File: config.mk
export PLATFORM = sky130hd
export DESIGN_NAME = dual_channel_pulse_output_ctrl
export DESIGN_NICKNAME = d
export VERILOG_FILES = /design/src/logic/pulse_out_pkg.sv /design/src/logic/dual_channel_pulse_output_ctrl.sv
export SDC_FILE = /design/constraint.sdc
export NUM_CORES = 2
export LEC_CHECK = 0
export BUFFER_PORTS_ARGS = -buffer_cell sky130_fd_sc_hd__clkbuf_2
export CAP_MARGIN = 20
export CORE_MARGIN = 2
export CORE_UTILIZATION = 40
export CTS_BUF_LIST = sky130_fd_sc_hd__clkbuf_2
export DETAILED_ROUTE_END_ITERATION = 16
export SLEW_MARGIN = 10
export SYNTH_ARGS = -nofsm -noshare
export SYNTH_HDL_FRONTEND = slang
export SYNTH_SLANG_ARGS = --single-unit
File: constraint.sdc
create_clock -name sys_clk_in -period 48.6 [get_ports sys_clk_in]
set_input_delay 9.72 -clock sys_clk_in [delete_from_list [all_inputs] [get_ports sys_clk_in]]
set_output_delay 9.72 -clock sys_clk_in [all_outputs]
set_load 0.05 [all_outputs]
File: src/logic/pulse_out_pkg.sv
// package: register map, field positions, modes and timing constants of the dual pulse output block
`default_nettype none
package pulse_out_pkg;
    // ****************************************
    // register map (byte offsets)
    // ****************************************
    localparam logic [2:0] CH0_VALUE_OFFS  = 3'h0;
    localparam logic [2:0] CH0_STATUS_OFFS = 3'h0;
    localparam logic [2:0] CH0_CTRL_OFFS   = 3'h2;
    localparam logic [2:0] CH0_FACTOR_OFFS = 3'h3;
    localparam logic [2:0] CH1_VALUE_OFFS  = 3'h4;
    localparam logic [2:0] CH1_STATUS_OFFS = 3'h4;
    localparam logic [2:0] CH1_CTRL_OFFS   = 3'h6;
    localparam logic [2:0] CH1_FACTOR_OFFS = 3'h7;
    localparam logic [2:0] CH_STRIDE       = 3'h4;
    // ****************************************
    // control byte fields
    // ****************************************
    localparam int CTRL_RUN_BIT    = 0;
    localparam int CTRL_DIRECT_BIT = 1;
    localparam int CTRL_LEVEL_BIT  = 2;
    // ****************************************
    // status byte fields
    // ****************************************
    localparam int STS_RUNNING_BIT = 0;
    localparam int STS_OUT_BIT     = 1;
    localparam int STS_IN_BIT      = 2;
    localparam int STS_ACK_BIT     = 3;
    localparam int STS_PULSE_ERR   = 4;
    localparam int STS_CFG_ERR     = 5;
    localparam int STS_OUT_SHORT   = 6;
    localparam int STS_SUPPLY_BIT  = 7;
    // ****************************************
    // reset values
    // ****************************************
    localparam logic [15:0] VALUE_RESET  = 16'h0000;
    localparam logic [7:0]  CTRL_RESET   = 8'h00;
    localparam logic [7:0]  FACTOR_RESET = 8'h0a;
    // ****************************************
    // timing: time base tick and default configured times (in ticks)
    // ****************************************
    localparam int CLK_HZ          = 10_000_000;
    localparam int TIME_BASE_NS    = 100_000;
    localparam int TICK_CYCLES     = TIME_BASE_NS / (1_000_000_000 / CLK_HZ);
    localparam logic [15:0] ON_DELAY_DEFAULT = 16'h0000;
    localparam logic [15:0] PERIOD_DEFAULT   = 16'h4e20;
    localparam logic [15:0] DUTY_FULL_SCALE  = 16'h03e8;
    // ****************************************
    // modes and channel states
    // ****************************************
    typedef enum logic [1:0] {
        MODE_SINGLE,
        MODE_PWM,
        MODE_TRAIN,
        MODE_DELAY
    } out_mode_t;
    typedef enum logic [1:0] {
        ST_IDLE,
        ST_START_WAIT,
        ST_ACTIVE
    } ch_state_t;
    typedef struct packed {
        logic [15:0] value;
        logic [7:0]  ctrl;
        logic [7:0]  factor;
    } ch_ctrl_t;
    typedef struct packed {
        logic       supply_short;
        logic       out_short;
        logic       config_error;
        logic       pulse_error;
        logic       run_ack;
        logic       in_level;
        logic       out_level;
        logic       running;
    } ch_status_t;
endpackage
`default_nettype wire

File: src/logic/dual_channel_pulse_output_ctrl.sv
// dual channel pulse output: control/feedback registers and per-channel sequence logic
// Behaviour
// - control word meaning depends on channel mode
// - factor byte scales start delay or period
// - start delay is factor times 0.1 times configured
// - period is factor times 0.1 times configured
// - single pulse holds output for word time
// - modulation duty follows the control word
// - train emits exactly word-count pulses
// - delay mode delays input falling edge
// - control bit 1 selects direct output
// - direct output level follows control bit 2
// - enable rising edge starts the sequence
// - clearing enable aborts the running sequence
// - shortened length or count raises pulse error
// - running flag covers single pulse duration
// - acknowledge flag mirrors the seen enable
// - status shows input and output levels
`default_nettype none
module dual_channel_pulse_output_ctrl #(
    parameter int          CHANNELS    = 2,
    parameter int          TICK_CYCLES = pulse_out_pkg::TICK_CYCLES,
    parameter logic [15:0] ON_DELAY    = pulse_out_pkg::ON_DELAY_DEFAULT,
    parameter logic [15:0] PERIOD      = pulse_out_pkg::PERIOD_DEFAULT
) (
    input  wire logic        sys_clk_in,
    input  wire logic        reset_in,
    input  wire logic [2:0]  reg_addr_in,
    input  wire logic        reg_wr_in,
    input  wire logic [15:0] reg_wdata_in,
    input  wire logic        reg_word_in,
    output logic      [7:0]  reg_rdata_out,
    input  wire logic [3:0]  channel_mode_in,
    input  wire logic [1:0]  channel_input_pin_in,
    input  wire logic [1:0]  supply_short_flag_in,
    input  wire logic [1:0]  config_error_flag_in,
    output logic      [1:0]  channel_output_pin_out
);
    // ****************************************
    // time base tick divider
    // ****************************************
    localparam int TW = $clog2(TICK_CYCLES + 1);
    logic [TW-1:0] tick_cnt_ff;
    logic          tick;

    assign tick = (tick_cnt_ff == TW'(TICK_CYCLES - 1));

    always_ff @(posedge sys_clk_in or posedge reset_in) begin
        if (reset_in) begin
            tick_cnt_ff <= '0;
        end else if (tick) begin
            tick_cnt_ff <= '0;
        end else begin
            tick_cnt_ff <= tick_cnt_ff + TW'(1);
        end
    end

    // scaled time = factor * 0.1 * configured, in ticks
    function automatic logic [23:0] scale_time(input logic [7:0] factor, input logic [15:0] base);
        logic [23:0] prod;
        prod = 24'(factor) * 24'(base);
        return 24'(prod / 24'h00000a);
    endfunction

    // byte address of a channel register, channels one stride apart
    function automatic logic [2:0] ch_addr(input int c, input logic [2:0] offs);
        return 3'(c) * pulse_out_pkg::CH_STRIDE + offs;
    endfunction

    // ****************************************
    // register file
    // ****************************************
    pulse_out_pkg::ch_ctrl_t   ctrl_ff [CHANNELS];
    pulse_out_pkg::ch_status_t status  [CHANNELS];

    always_ff @(posedge sys_clk_in or posedge reset_in) begin
        if (reset_in) begin
            for (int c = 0; c < CHANNELS; c++) begin
                ctrl_ff[c].value  <= pulse_out_pkg::VALUE_RESET;
                ctrl_ff[c].ctrl   <= pulse_out_pkg::CTRL_RESET;
                ctrl_ff[c].factor <= pulse_out_pkg::FACTOR_RESET;
            end
        end else if (reg_wr_in) begin
            for (int c = 0; c < CHANNELS; c++) begin
                // channel c sits c*4 bytes up
                if (reg_word_in && reg_addr_in == ch_addr(c, pulse_out_pkg::CH0_VALUE_OFFS)) begin
                    ctrl_ff[c].value <= reg_wdata_in;
                end
                if (!reg_word_in && reg_addr_in == ch_addr(c, pulse_out_pkg::CH0_CTRL_OFFS)) begin
                    ctrl_ff[c].ctrl <= reg_wdata_in[7:0] & 8'h07;
                end
                if (!reg_word_in && reg_addr_in == ch_addr(c, pulse_out_pkg::CH0_FACTOR_OFFS)) begin
                    ctrl_ff[c].factor <= reg_wdata_in[7:0];
                end
            end
        end
    end

    always_ff @(posedge sys_clk_in or posedge reset_in) begin
        if (reset_in) begin
            reg_rdata_out <= 8'h00;
        end else if (reg_addr_in == pulse_out_pkg::CH0_STATUS_OFFS) begin
            reg_rdata_out <= status[0];
        end else if (reg_addr_in == pulse_out_pkg::CH1_STATUS_OFFS) begin
            reg_rdata_out <= status[1];
        end else begin
            reg_rdata_out <= 8'h00;
        end
    end

    // ****************************************
    // channel sequence logic, one copy per channel
    // ****************************************
    for (genvar g = 0; g < CHANNELS; g++) begin : gen_ch
        pulse_out_pkg::out_mode_t mode;
        pulse_out_pkg::ch_state_t state_ff;
        logic        run_req;
        logic        run_prev_ff;
        logic        in_prev_ff;
        logic        seq_out_ff;
        logic        out_ff;
        logic        running_ff;
        logic        pulse_err_ff;
        logic [23:0] timer_ff;
        logic [23:0] period_ff;
        logic [23:0] phase_ff;
        logic [15:0] done_ff;
        logic [23:0] cur_period;
        logic [23:0] high_time;
        logic        start;

        assign mode    = pulse_out_pkg::out_mode_t'(channel_mode_in[2*g +: 2]);
        assign run_req = ctrl_ff[g].ctrl[pulse_out_pkg::CTRL_RUN_BIT];
        assign start   = run_req && !run_prev_ff;
        // modulation follows the factor live, train uses the latched period
        assign cur_period = (mode == pulse_out_pkg::MODE_PWM) ? scale_time(ctrl_ff[g].factor, PERIOD) : period_ff;
        // duty in per mille of the period
        assign high_time = 24'((40'(cur_period) * 40'(ctrl_ff[g].value)) / 40'(pulse_out_pkg::DUTY_FULL_SCALE));

        always_ff @(posedge sys_clk_in or posedge reset_in) begin
            if (reset_in) begin
                run_prev_ff <= 1'b0;
                in_prev_ff  <= 1'b0;
            end else begin
                run_prev_ff <= run_req;
                in_prev_ff  <= channel_input_pin_in[g];
            end
        end

        always_ff @(posedge sys_clk_in or posedge reset_in) begin
            if (reset_in) begin
                state_ff     <= pulse_out_pkg::ST_IDLE;
                timer_ff     <= '0;
                period_ff    <= '0;
                phase_ff     <= '0;
                done_ff      <= '0;
                seq_out_ff   <= 1'b0;
                running_ff   <= 1'b0;
                pulse_err_ff <= 1'b0;
            end else if (!run_req) begin
                state_ff   <= pulse_out_pkg::ST_IDLE;
                seq_out_ff <= 1'b0;
                running_ff <= 1'b0;
            end else if (mode == pulse_out_pkg::MODE_DELAY) begin
                // input rising passes after scaled on-delay, falling after word ticks
                running_ff <= 1'b1;
                if (channel_input_pin_in[g] != in_prev_ff) begin
                    timer_ff <= channel_input_pin_in[g] ? scale_time(ctrl_ff[g].factor, ON_DELAY)
                                                        : 24'(ctrl_ff[g].value);
                    state_ff <= pulse_out_pkg::ST_START_WAIT;
                end else if (state_ff == pulse_out_pkg::ST_START_WAIT) begin
                    if (timer_ff == '0) begin
                        seq_out_ff <= channel_input_pin_in[g];
                        state_ff   <= pulse_out_pkg::ST_IDLE;
                    end else if (tick) begin
                        timer_ff <= timer_ff - 24'h000001;
                    end
                end
            end else if (start) begin
                // factor taken at sequence start
                state_ff     <= pulse_out_pkg::ST_START_WAIT;
                timer_ff     <= scale_time(ctrl_ff[g].factor, ON_DELAY);
                period_ff    <= scale_time(ctrl_ff[g].factor, PERIOD);
                running_ff   <= 1'b1;
                pulse_err_ff <= 1'b0;
                done_ff      <= '0;
                phase_ff     <= '0;
            end else begin
                unique case (state_ff)
                    pulse_out_pkg::ST_IDLE: begin
                        seq_out_ff <= 1'b0;
                    end
                    pulse_out_pkg::ST_START_WAIT: begin
                        if (timer_ff == '0) begin
                            state_ff <= pulse_out_pkg::ST_ACTIVE;
                        end else if (tick) begin
                            timer_ff <= timer_ff - 24'h000001;
                        end
                    end
                    pulse_out_pkg::ST_ACTIVE: begin
                        unique case (mode)
                            pulse_out_pkg::MODE_SINGLE: begin
                                // done_ff counts ticks of output time
                                if (ctrl_ff[g].value < done_ff) begin
                                    pulse_err_ff <= 1'b1;
                                    running_ff   <= 1'b0;
                                    seq_out_ff   <= 1'b0;
                                    state_ff     <= pulse_out_pkg::ST_IDLE;
                                end else if (done_ff == ctrl_ff[g].value) begin
                                    running_ff <= 1'b0;
                                    seq_out_ff <= 1'b0;
                                    state_ff   <= pulse_out_pkg::ST_IDLE;
                                end else begin
                                    seq_out_ff <= 1'b1;
                                    if (tick) begin
                                        done_ff <= done_ff + 16'h0001;
                                    end
                                end
                            end
                            pulse_out_pkg::MODE_PWM: begin
                                seq_out_ff <= (phase_ff < high_time);
                                if (tick) begin
                                    phase_ff <= (phase_ff + 24'h000001 >= cur_period) ? '0 : phase_ff + 24'h000001;
                                end
                            end
                            default: begin
                                // train: done_ff counts finished pulses, half-period high
                                if (ctrl_ff[g].value < done_ff) begin
                                    pulse_err_ff <= 1'b1;
                                    running_ff   <= 1'b0;
                                    seq_out_ff   <= 1'b0;
                                    state_ff     <= pulse_out_pkg::ST_IDLE;
                                end else if (done_ff == ctrl_ff[g].value) begin
                                    running_ff <= 1'b0;
                                    seq_out_ff <= 1'b0;
                                    state_ff   <= pulse_out_pkg::ST_IDLE;
                                end else begin
                                    seq_out_ff <= (phase_ff < (period_ff >> 1));
                                    if (tick) begin
                                        if (phase_ff + 24'h000001 >= period_ff) begin
                                            phase_ff <= '0;
                                            done_ff  <= done_ff + 16'h0001;
                                        end else begin
                                            phase_ff <= phase_ff + 24'h000001;
                                        end
                                    end
                                end
                            end
                        endcase
                    end
                    default: begin
                        state_ff <= pulse_out_pkg::ST_IDLE;
                    end
                endcase
            end
        end

        // direct control wins over the sequence
        always_ff @(posedge sys_clk_in or posedge reset_in) begin
            if (reset_in) begin
                out_ff <= 1'b0;
            end else if (ctrl_ff[g].ctrl[pulse_out_pkg::CTRL_DIRECT_BIT]) begin
                out_ff <= ctrl_ff[g].ctrl[pulse_out_pkg::CTRL_LEVEL_BIT];
            end else begin
                out_ff <= seq_out_ff;
            end
        end

        assign channel_output_pin_out[g] = out_ff;
        assign status[g] = '{supply_short: supply_short_flag_in[g],
                             out_short:    1'b0,
                             config_error: config_error_flag_in[g],
                             pulse_error:  pulse_err_ff,
                             run_ack:      run_req,
                             in_level:     channel_input_pin_in[g],
                             out_level:    out_ff,
                             running:      running_ff};
    end

endmodule
`default_nettype wire

After elaboration in Yosys (flattened, before gate mapping)
Cells that the tools add are included.
Storage, ports and cells
  flip-flop bits (word level): 264
  output and inout port bits: 10
  memories kept: 0
  latch bits: 0
  ROM bits: 0
  input bits: 33
  word-level logic and storage cells: 292
  RAM bits: 0
Cells by class
  div/mod/pow operators: 4
  add/subtract/negate cells: 7
  shifts and indexed selects: 0
  multipliers: 4
  bitwise operators: 2
  muxes and demuxes: 127
  reductions and logical operators: 48
  equal/unequal tests: 60
  $lt $le $gt $ge: 10
Operators by type and width (count)
  24-bit two-way mux: 30
  16-bit two-way mux: 20
  24-bit greater-or-equal comparator: 4
  24-bit case mux with 2 select lines: 2
  40-bit by 10-bit divider with 40-bit output, second input constant: 2
  24-bit by 16-bit multiplier with 40-bit output: 2
  16-bit case mux with 2 select lines: 2
  24-bit by 1-bit adder with 24-bit output, second input constant: 2
  23-bit by 4-bit divider with 24-bit output, second input constant: 2
  24-bit logical NOT: 2
  24-bit by 23-bit less-than comparator with 1-bit output: 2
  24-bit less-than comparator: 2
  24-bit by 1-bit subtractor with 24-bit output, second input constant: 2
  1-bit two-way mux: 44
  2-bit two-way mux: 20
  8-bit by 10-bit multiplier with 18-bit output, second input constant: 2
  16-bit by 1-bit adder with 16-bit output, second input constant: 2
  16-bit == test: 2
  16-bit less-than comparator: 2
  8-bit AND reduction: 4
  3-bit != test, second input constant: 8
  5-bit AND reduction: 4
  3-bit by 2-bit != test with 1-bit output, second input constant: 6
  8-bit two-way mux: 2
  other kinds (30): 92

Depth between registers and ports, before layout
  word-level depth: 11
  gate-level depth with buffers: 203
  mapped depth without buffers: 189

Least setup slack after synthesis
OpenSTA, ideal clock, no wires.
  path kind: register -> register
  start: register ctrl_ff[2] (netlist bit)
  end: register gen_ch[1].seq_out_ff
  buffers on the path: 10
  period minus slack after synthesis: 42.598 ns
  data arrival time: 42.531 ns
  data required time: 48.533 ns
  cell stages (with the launch flop): 187
  slack: 6.002 ns
  library setup time: 0.067 ns
  cell sequence: dfrtp_1 -> clkbuf_1 -> clkinv_1 -> ha_1 -> ha_1 -> inv_1 -> fa_1 -> fa_1 -> inv_1 -> ha_1 -> a21o_1 -> a21oi_1 -> o21bai_1 -> a21oi_1 -> o21bai_1 -> a21oi_1 -> o21bai_1 -> a21oi_1 -> (+151 left out) -> a311oi_2 -> xnor3_1 -> or3b_2 -> a2111oi_2 -> nor2_1 -> or3_1 -> nand3_1 -> a41oi_1 -> ha_1 -> a21o_1 -> a21oi_1 -> nor2b_1 -> o21ai_0 -> o21ai_0 -> nor4_1 -> nand2_1 -> a31oi_1 -> o221a_1
On the way
  word-level cells in the longest chain between the ends: 11
Ends and longest elaborated chain
  from (decl): line dual_channel_pulse_output_ctrl.sv:73  | pulse_out_pkg::ch_ctrl_t ctrl_ff [CHANNELS];
  8-bit by 10-bit multiplier with 18-bit output: line dual_channel_pulse_output_ctrl.sv:61  | prod = 24'(factor) * 24'(base);
  23-bit by 4-bit divider with 24-bit output: line dual_channel_pulse_output_ctrl.sv:62  | return 24'(prod / 24'h00000a);
  24-bit two-way mux: line dual_channel_pulse_output_ctrl.sv:136  | assign cur_period = (mode == pulse_out_pkg::MODE_PWM) ? scale_time(ctrl_ff[g].factor, PERIOD) : period_ff;
  24-bit by 16-bit multiplier with 40-bit output: line dual_channel_pulse_output_ctrl.sv:138  | assign high_time = 24'((40'(cur_period) * 40'(ctrl_ff[g].value)) / 40'(pulse_out_pkg::DUTY_FULL_SCALE));
  40-bit by 10-bit divider with 40-bit output: line dual_channel_pulse_output_ctrl.sv:138
  24-bit less-than comparator: line dual_channel_pulse_output_ctrl.sv:221  | seq_out_ff <= (phase_ff < high_time);
  1-bit case mux with 2 select lines: line dual_channel_pulse_output_ctrl.sv:201  | unique case (mode)
  1-bit case mux with 2 select lines: line dual_channel_pulse_output_ctrl.sv:189  | unique case (state_ff)
  1-bit two-way mux: line dual_channel_pulse_output_ctrl.sv:179  | end else if (start) begin
  1-bit two-way mux: line dual_channel_pulse_output_ctrl.sv:164  | end else if (mode == pulse_out_pkg::MODE_DELAY) begin
  1-bit two-way mux: line dual_channel_pulse_output_ctrl.sv:160  | end else if (!run_req) begin
  to (signal assigned): line dual_channel_pulse_output_ctrl.sv:173  | seq_out_ff <= channel_input_pin_in[g];
  to (signal assigned): line dual_channel_pulse_output_ctrl.sv:221
  to (signal assigned): line dual_channel_pulse_output_ctrl.sv:238  | seq_out_ff <= (phase_ff < (period_ff >> 1));
  to (decl): line dual_channel_pulse_output_ctrl.sv:120  | logic seq_out_ff;
Every way passes these cells. The select of a mux whose other input is x is not followed.
A chain may end at the register's enable or synchronous reset.

Worst setup path in the final report
  start: register ctrl_ff[3] (netlist bit)
  end: register gen_ch[1].seq_out_ff
Same word-level chain as after synthesis.

==> metrics.yaml <==
outcome: "completed"
grt_overflow: 0
clk_pin_slew_ns: 0.11
slowest_stage: "dfstp_4"
numCtsBuffers: 75
crit_fanout: 27
dpl.hpwl_um: 148000
final_layout_size_suffix_gt1_share_pct: 11.6
die_x_um: 403
yosys_warnings: 0
reg2reg_depth: 175
routed_wl_um: 189000
crit_type: "register to register"
use_met1_pct: 29.6
arrival_ns: 46.27
drt-pass1-iter-count: 6
detail_route.vias_per_cell: 5.89
setup_tns_ns: 0
clk_latency_ns: 1.14
required_ns: 49.56
rows: 146
ant_nets: 0
fin_crit_ns: 45.31
placed_cells: 9899
synth_edf_count: 0
drt_iter0_drc: 4302
h-tree-depth: 3
hold_slack_ns: 0.480
clockRootBuffer: "clkbuf_2"
setup_viol: 0
grt_max_degree: 120
grtUsageMet3_pct: 2.42
busiest_layer: "met2"
hold_class: "register to register"
maxCapViolCount: 0
globalplace.congestion: 0.904
antenna_found_initial: 5
yosys-top-cells-area: "fa_1 (17%), ha_1 (10%), dfrtp_1 (9.9%), nand2_1 (5.9%), inv_1 (4.7%)"
rsz0062_at_grt: "no"
ys_async_sr_fraction_pct: 100
postSynthCellCount: 8011
post-route-drc-count: 0
critPathLaunchType: "register"
synthDistinctLibCells: 198
cpPeakStageDelay_ns: 0.80
maxSlewHeadroom_pct: 15.0
r2r-end: "gen_ch[1].seq_out_ff"
holdPathStages: 2
reg2reg_from: "ctrl_ff[3]"
min_to: "gen_ch[0].timer_ff[22]"
synthesis.area_um2: 63600
syn_avg_cell_area_um2: 7.94
syn_nets: 9099
grt.met2_usage_pct: 39.6
skew_ns: 0.0935
dieArea_um2: 162000
crit_top_cell: "o21ai_0"
ys.flop_type: "dfrtp_1"
initial_core_util_pct: 40.2
grt_pass1_vias: 58405
clock.fmax_mhz: 22.1
reg2reg_slack_ns: 3.29
synth_top_area_cell: "fa_1"
cts_sinks: 255
clk_path_buf_depth: 3
wire_per_inst_um: 18.8
yosys_register_bits: 255
port_buffers: 41
finalNetCount: 9016
end_kind: "register"
hold_viol_final: 0
area_delta_synth_final_pct: 4.91
maxSlewViolCount: 0
ios: 43
pre_cts_ws_ns: -0.652
setup_ws_ns: 3.29
fin_cells: 10054
worstMarginPinSlew_ns: 1.28
yosysTopAreaCellShare_pct: 16.5
fin_crit_sh_pct: 93.2
synth.yosys.seq_area_share_pct: 10.0
die_y_um: 403
hp-start: "gen_ch[0].timer_ff[22]"
dr_total_vias: 59177
grt_util_all_layers_pct: 22.9
core_um2: 158000
cts_tree: "built"
grt_pass1_wl_um: 309000
[synth_stat cells (52+ instances only)]
master and instances:
a211oi_1 63, a21o_1 86, a21oi_1 403, a31oi_1 88, and2_1 190, and3_1 64, clkbuf_1 225, dfrtp_1 251
fa_1 526, ha_1 529, inv_1 803, mux2_2 81, mux2i_1 76, nand2_1 1002, nand2b_1 89, nand3_1 193
nand4_1 70, nor2_1 537, nor2b_1 98, nor3_1 196, nor4_1 52, o211ai_1 95, o21a_1 72, o21ai_0 446
o21ai_1 63, o22ai_1 59, o31ai_1 58, xnor2_1 249, xor2_1 90
[per-stage QoR]
| stage | cell area (um^2) | utilization [%] |
|---|---|---|
| floorplan | 63600 | - |
| global placement | 65500 | 41.4 |
| detailed placement | 65500 | 41.4 |
| CTS | 66200 | 41.8 |
| global route | 66800 | 42.2 |
| finish | 66800 | 42.2 |
[worst max-delay path by stage]
stage,end,slack [ns],cells past startpoint,startpoint
floorplan,gen_ch[1].seq_out_ff,6.00,186,ctrl_ff[2]
global placement,gen_ch[1].seq_out_ff,0.84,171,ctrl_ff[3]
detailed placement,gen_ch[1].seq_out_ff,-0.65,173,ctrl_ff[3]
CTS,gen_ch[1].seq_out_ff,0.13,174,ctrl_ff[3]
global route,gen_ch[1].seq_out_ff,0.03,179,ctrl_ff[3]
finish,gen_ch[1].seq_out_ff,3.29,175,ctrl_ff[3]
[cell type report]
| class | instances | area (um^2) |
|---|---|---|
| inverter | 822 | 3120 |
| tap | 2072 | 2590 |
| fill | 16169 | 91400 |
| timing repair buffer | 156 | 1080 |
| clock inverter | 32 | 221 |
| clock buffer | 96 | 480 |
| multi-input combinational | 6618 | 52900 |
| antenna | 3 | 7.51 |
| sequential | 255 | 6390 |
[flip-flops by register name, indices dropped and copies added (netlist names)]
| name | cells |
|---|---|
| gen_ch.in_prev_ff | 2 |
| gen_ch.out_ff | 2 |
| gen_ch.phase_ff | 48 |
| gen_ch.run_prev_ff | 2 |
| ctrl_ff | 54 |
| gen_ch.running_ff | 2 |
| reg_rdata_out | 7 |
| gen_ch.state_ff | 4 |
| gen_ch.pulse_err_ff | 2 |
| gen_ch.timer_ff | 48 |
| gen_ch.period_ff | 40 |
| tick_cnt_ff | 10 |
| gen_ch.seq_out_ff | 2 |
| gen_ch.done_ff | 32 |
[repair_timing]
action / CTS / global route
pin swaps: 0 / 10
hold buffers: 0 / 0
buffers inserted: 0 / 18
setup endpoints to repair: 1 / 2
gates resized for setup: 5 / 75
[routing by layer]
| metal | vias to the layer above | share of wire, % |
|---|---|---|
| li1 | 28255 | - |
| met1 | 29050 | 44 |
| met2 | 1557 | 48 |
| met3 | 313 | 4.8 |
| met4 | 2 | 3.2 |
| met5 | - | 0.0069 |
[kinds of logic (layout without fill, tap and decap cells)]
family / count (synthesis) / count (layout) / share of synthesized area, %
simple gates: 2857 / 2857 / 22.3
compound gates: 2155 / 2155 / 24.6
buf+inv: 1138 / 1106 / 7.60
fa+ha+maj: 1070 / 1070 / 27.2
xor+xnor: 359 / 359 / 5.21
flops: 255 / 255 / 10.0
mux: 176 / 176 / 3.09
other cells: 1 / 4 / 0.00589
[worst max-delay path: cells and delay by family, from the launching register on]
family / cells / cell delay, ns
muxes: 8 / 2.53
AOI/OAI and AO/OA: 89 / 22.41
adders and majority gates: 17 / 6.86
DFF: 1 / 0.80
and+or+nand+nor: 43 / 9.90
xor gates and xnor gates: 4 / 0.94
buffers and inverters: 14 / 1.68
[cells in the final DEF (no fill, tap or decap), drive strengths merged, types with 58 or more instances in the layout]
cell type,instances
and2,214
mux2,90
nand2b,92
a31oi,101
xnor2,261
nand2,1010
or2,67
ha,529
o22ai,60
nor2,546
and3,92
clkbuf,141
nand3,195
a211oi,71
nor4,58
a21o,114
nand4,71
fa,526
o31ai,71
nor2b,98
o21ai,521
a21oi,420
mux2i,86
o211ai,98
o21a,74
inv,819
buf,111
dfrtp,251
nor3,208
or3,61
xor2,96
Power is left out: the tool's default activity adds up to more than one toggle a clock period on the data nets, which glitch-free logic cannot reach.
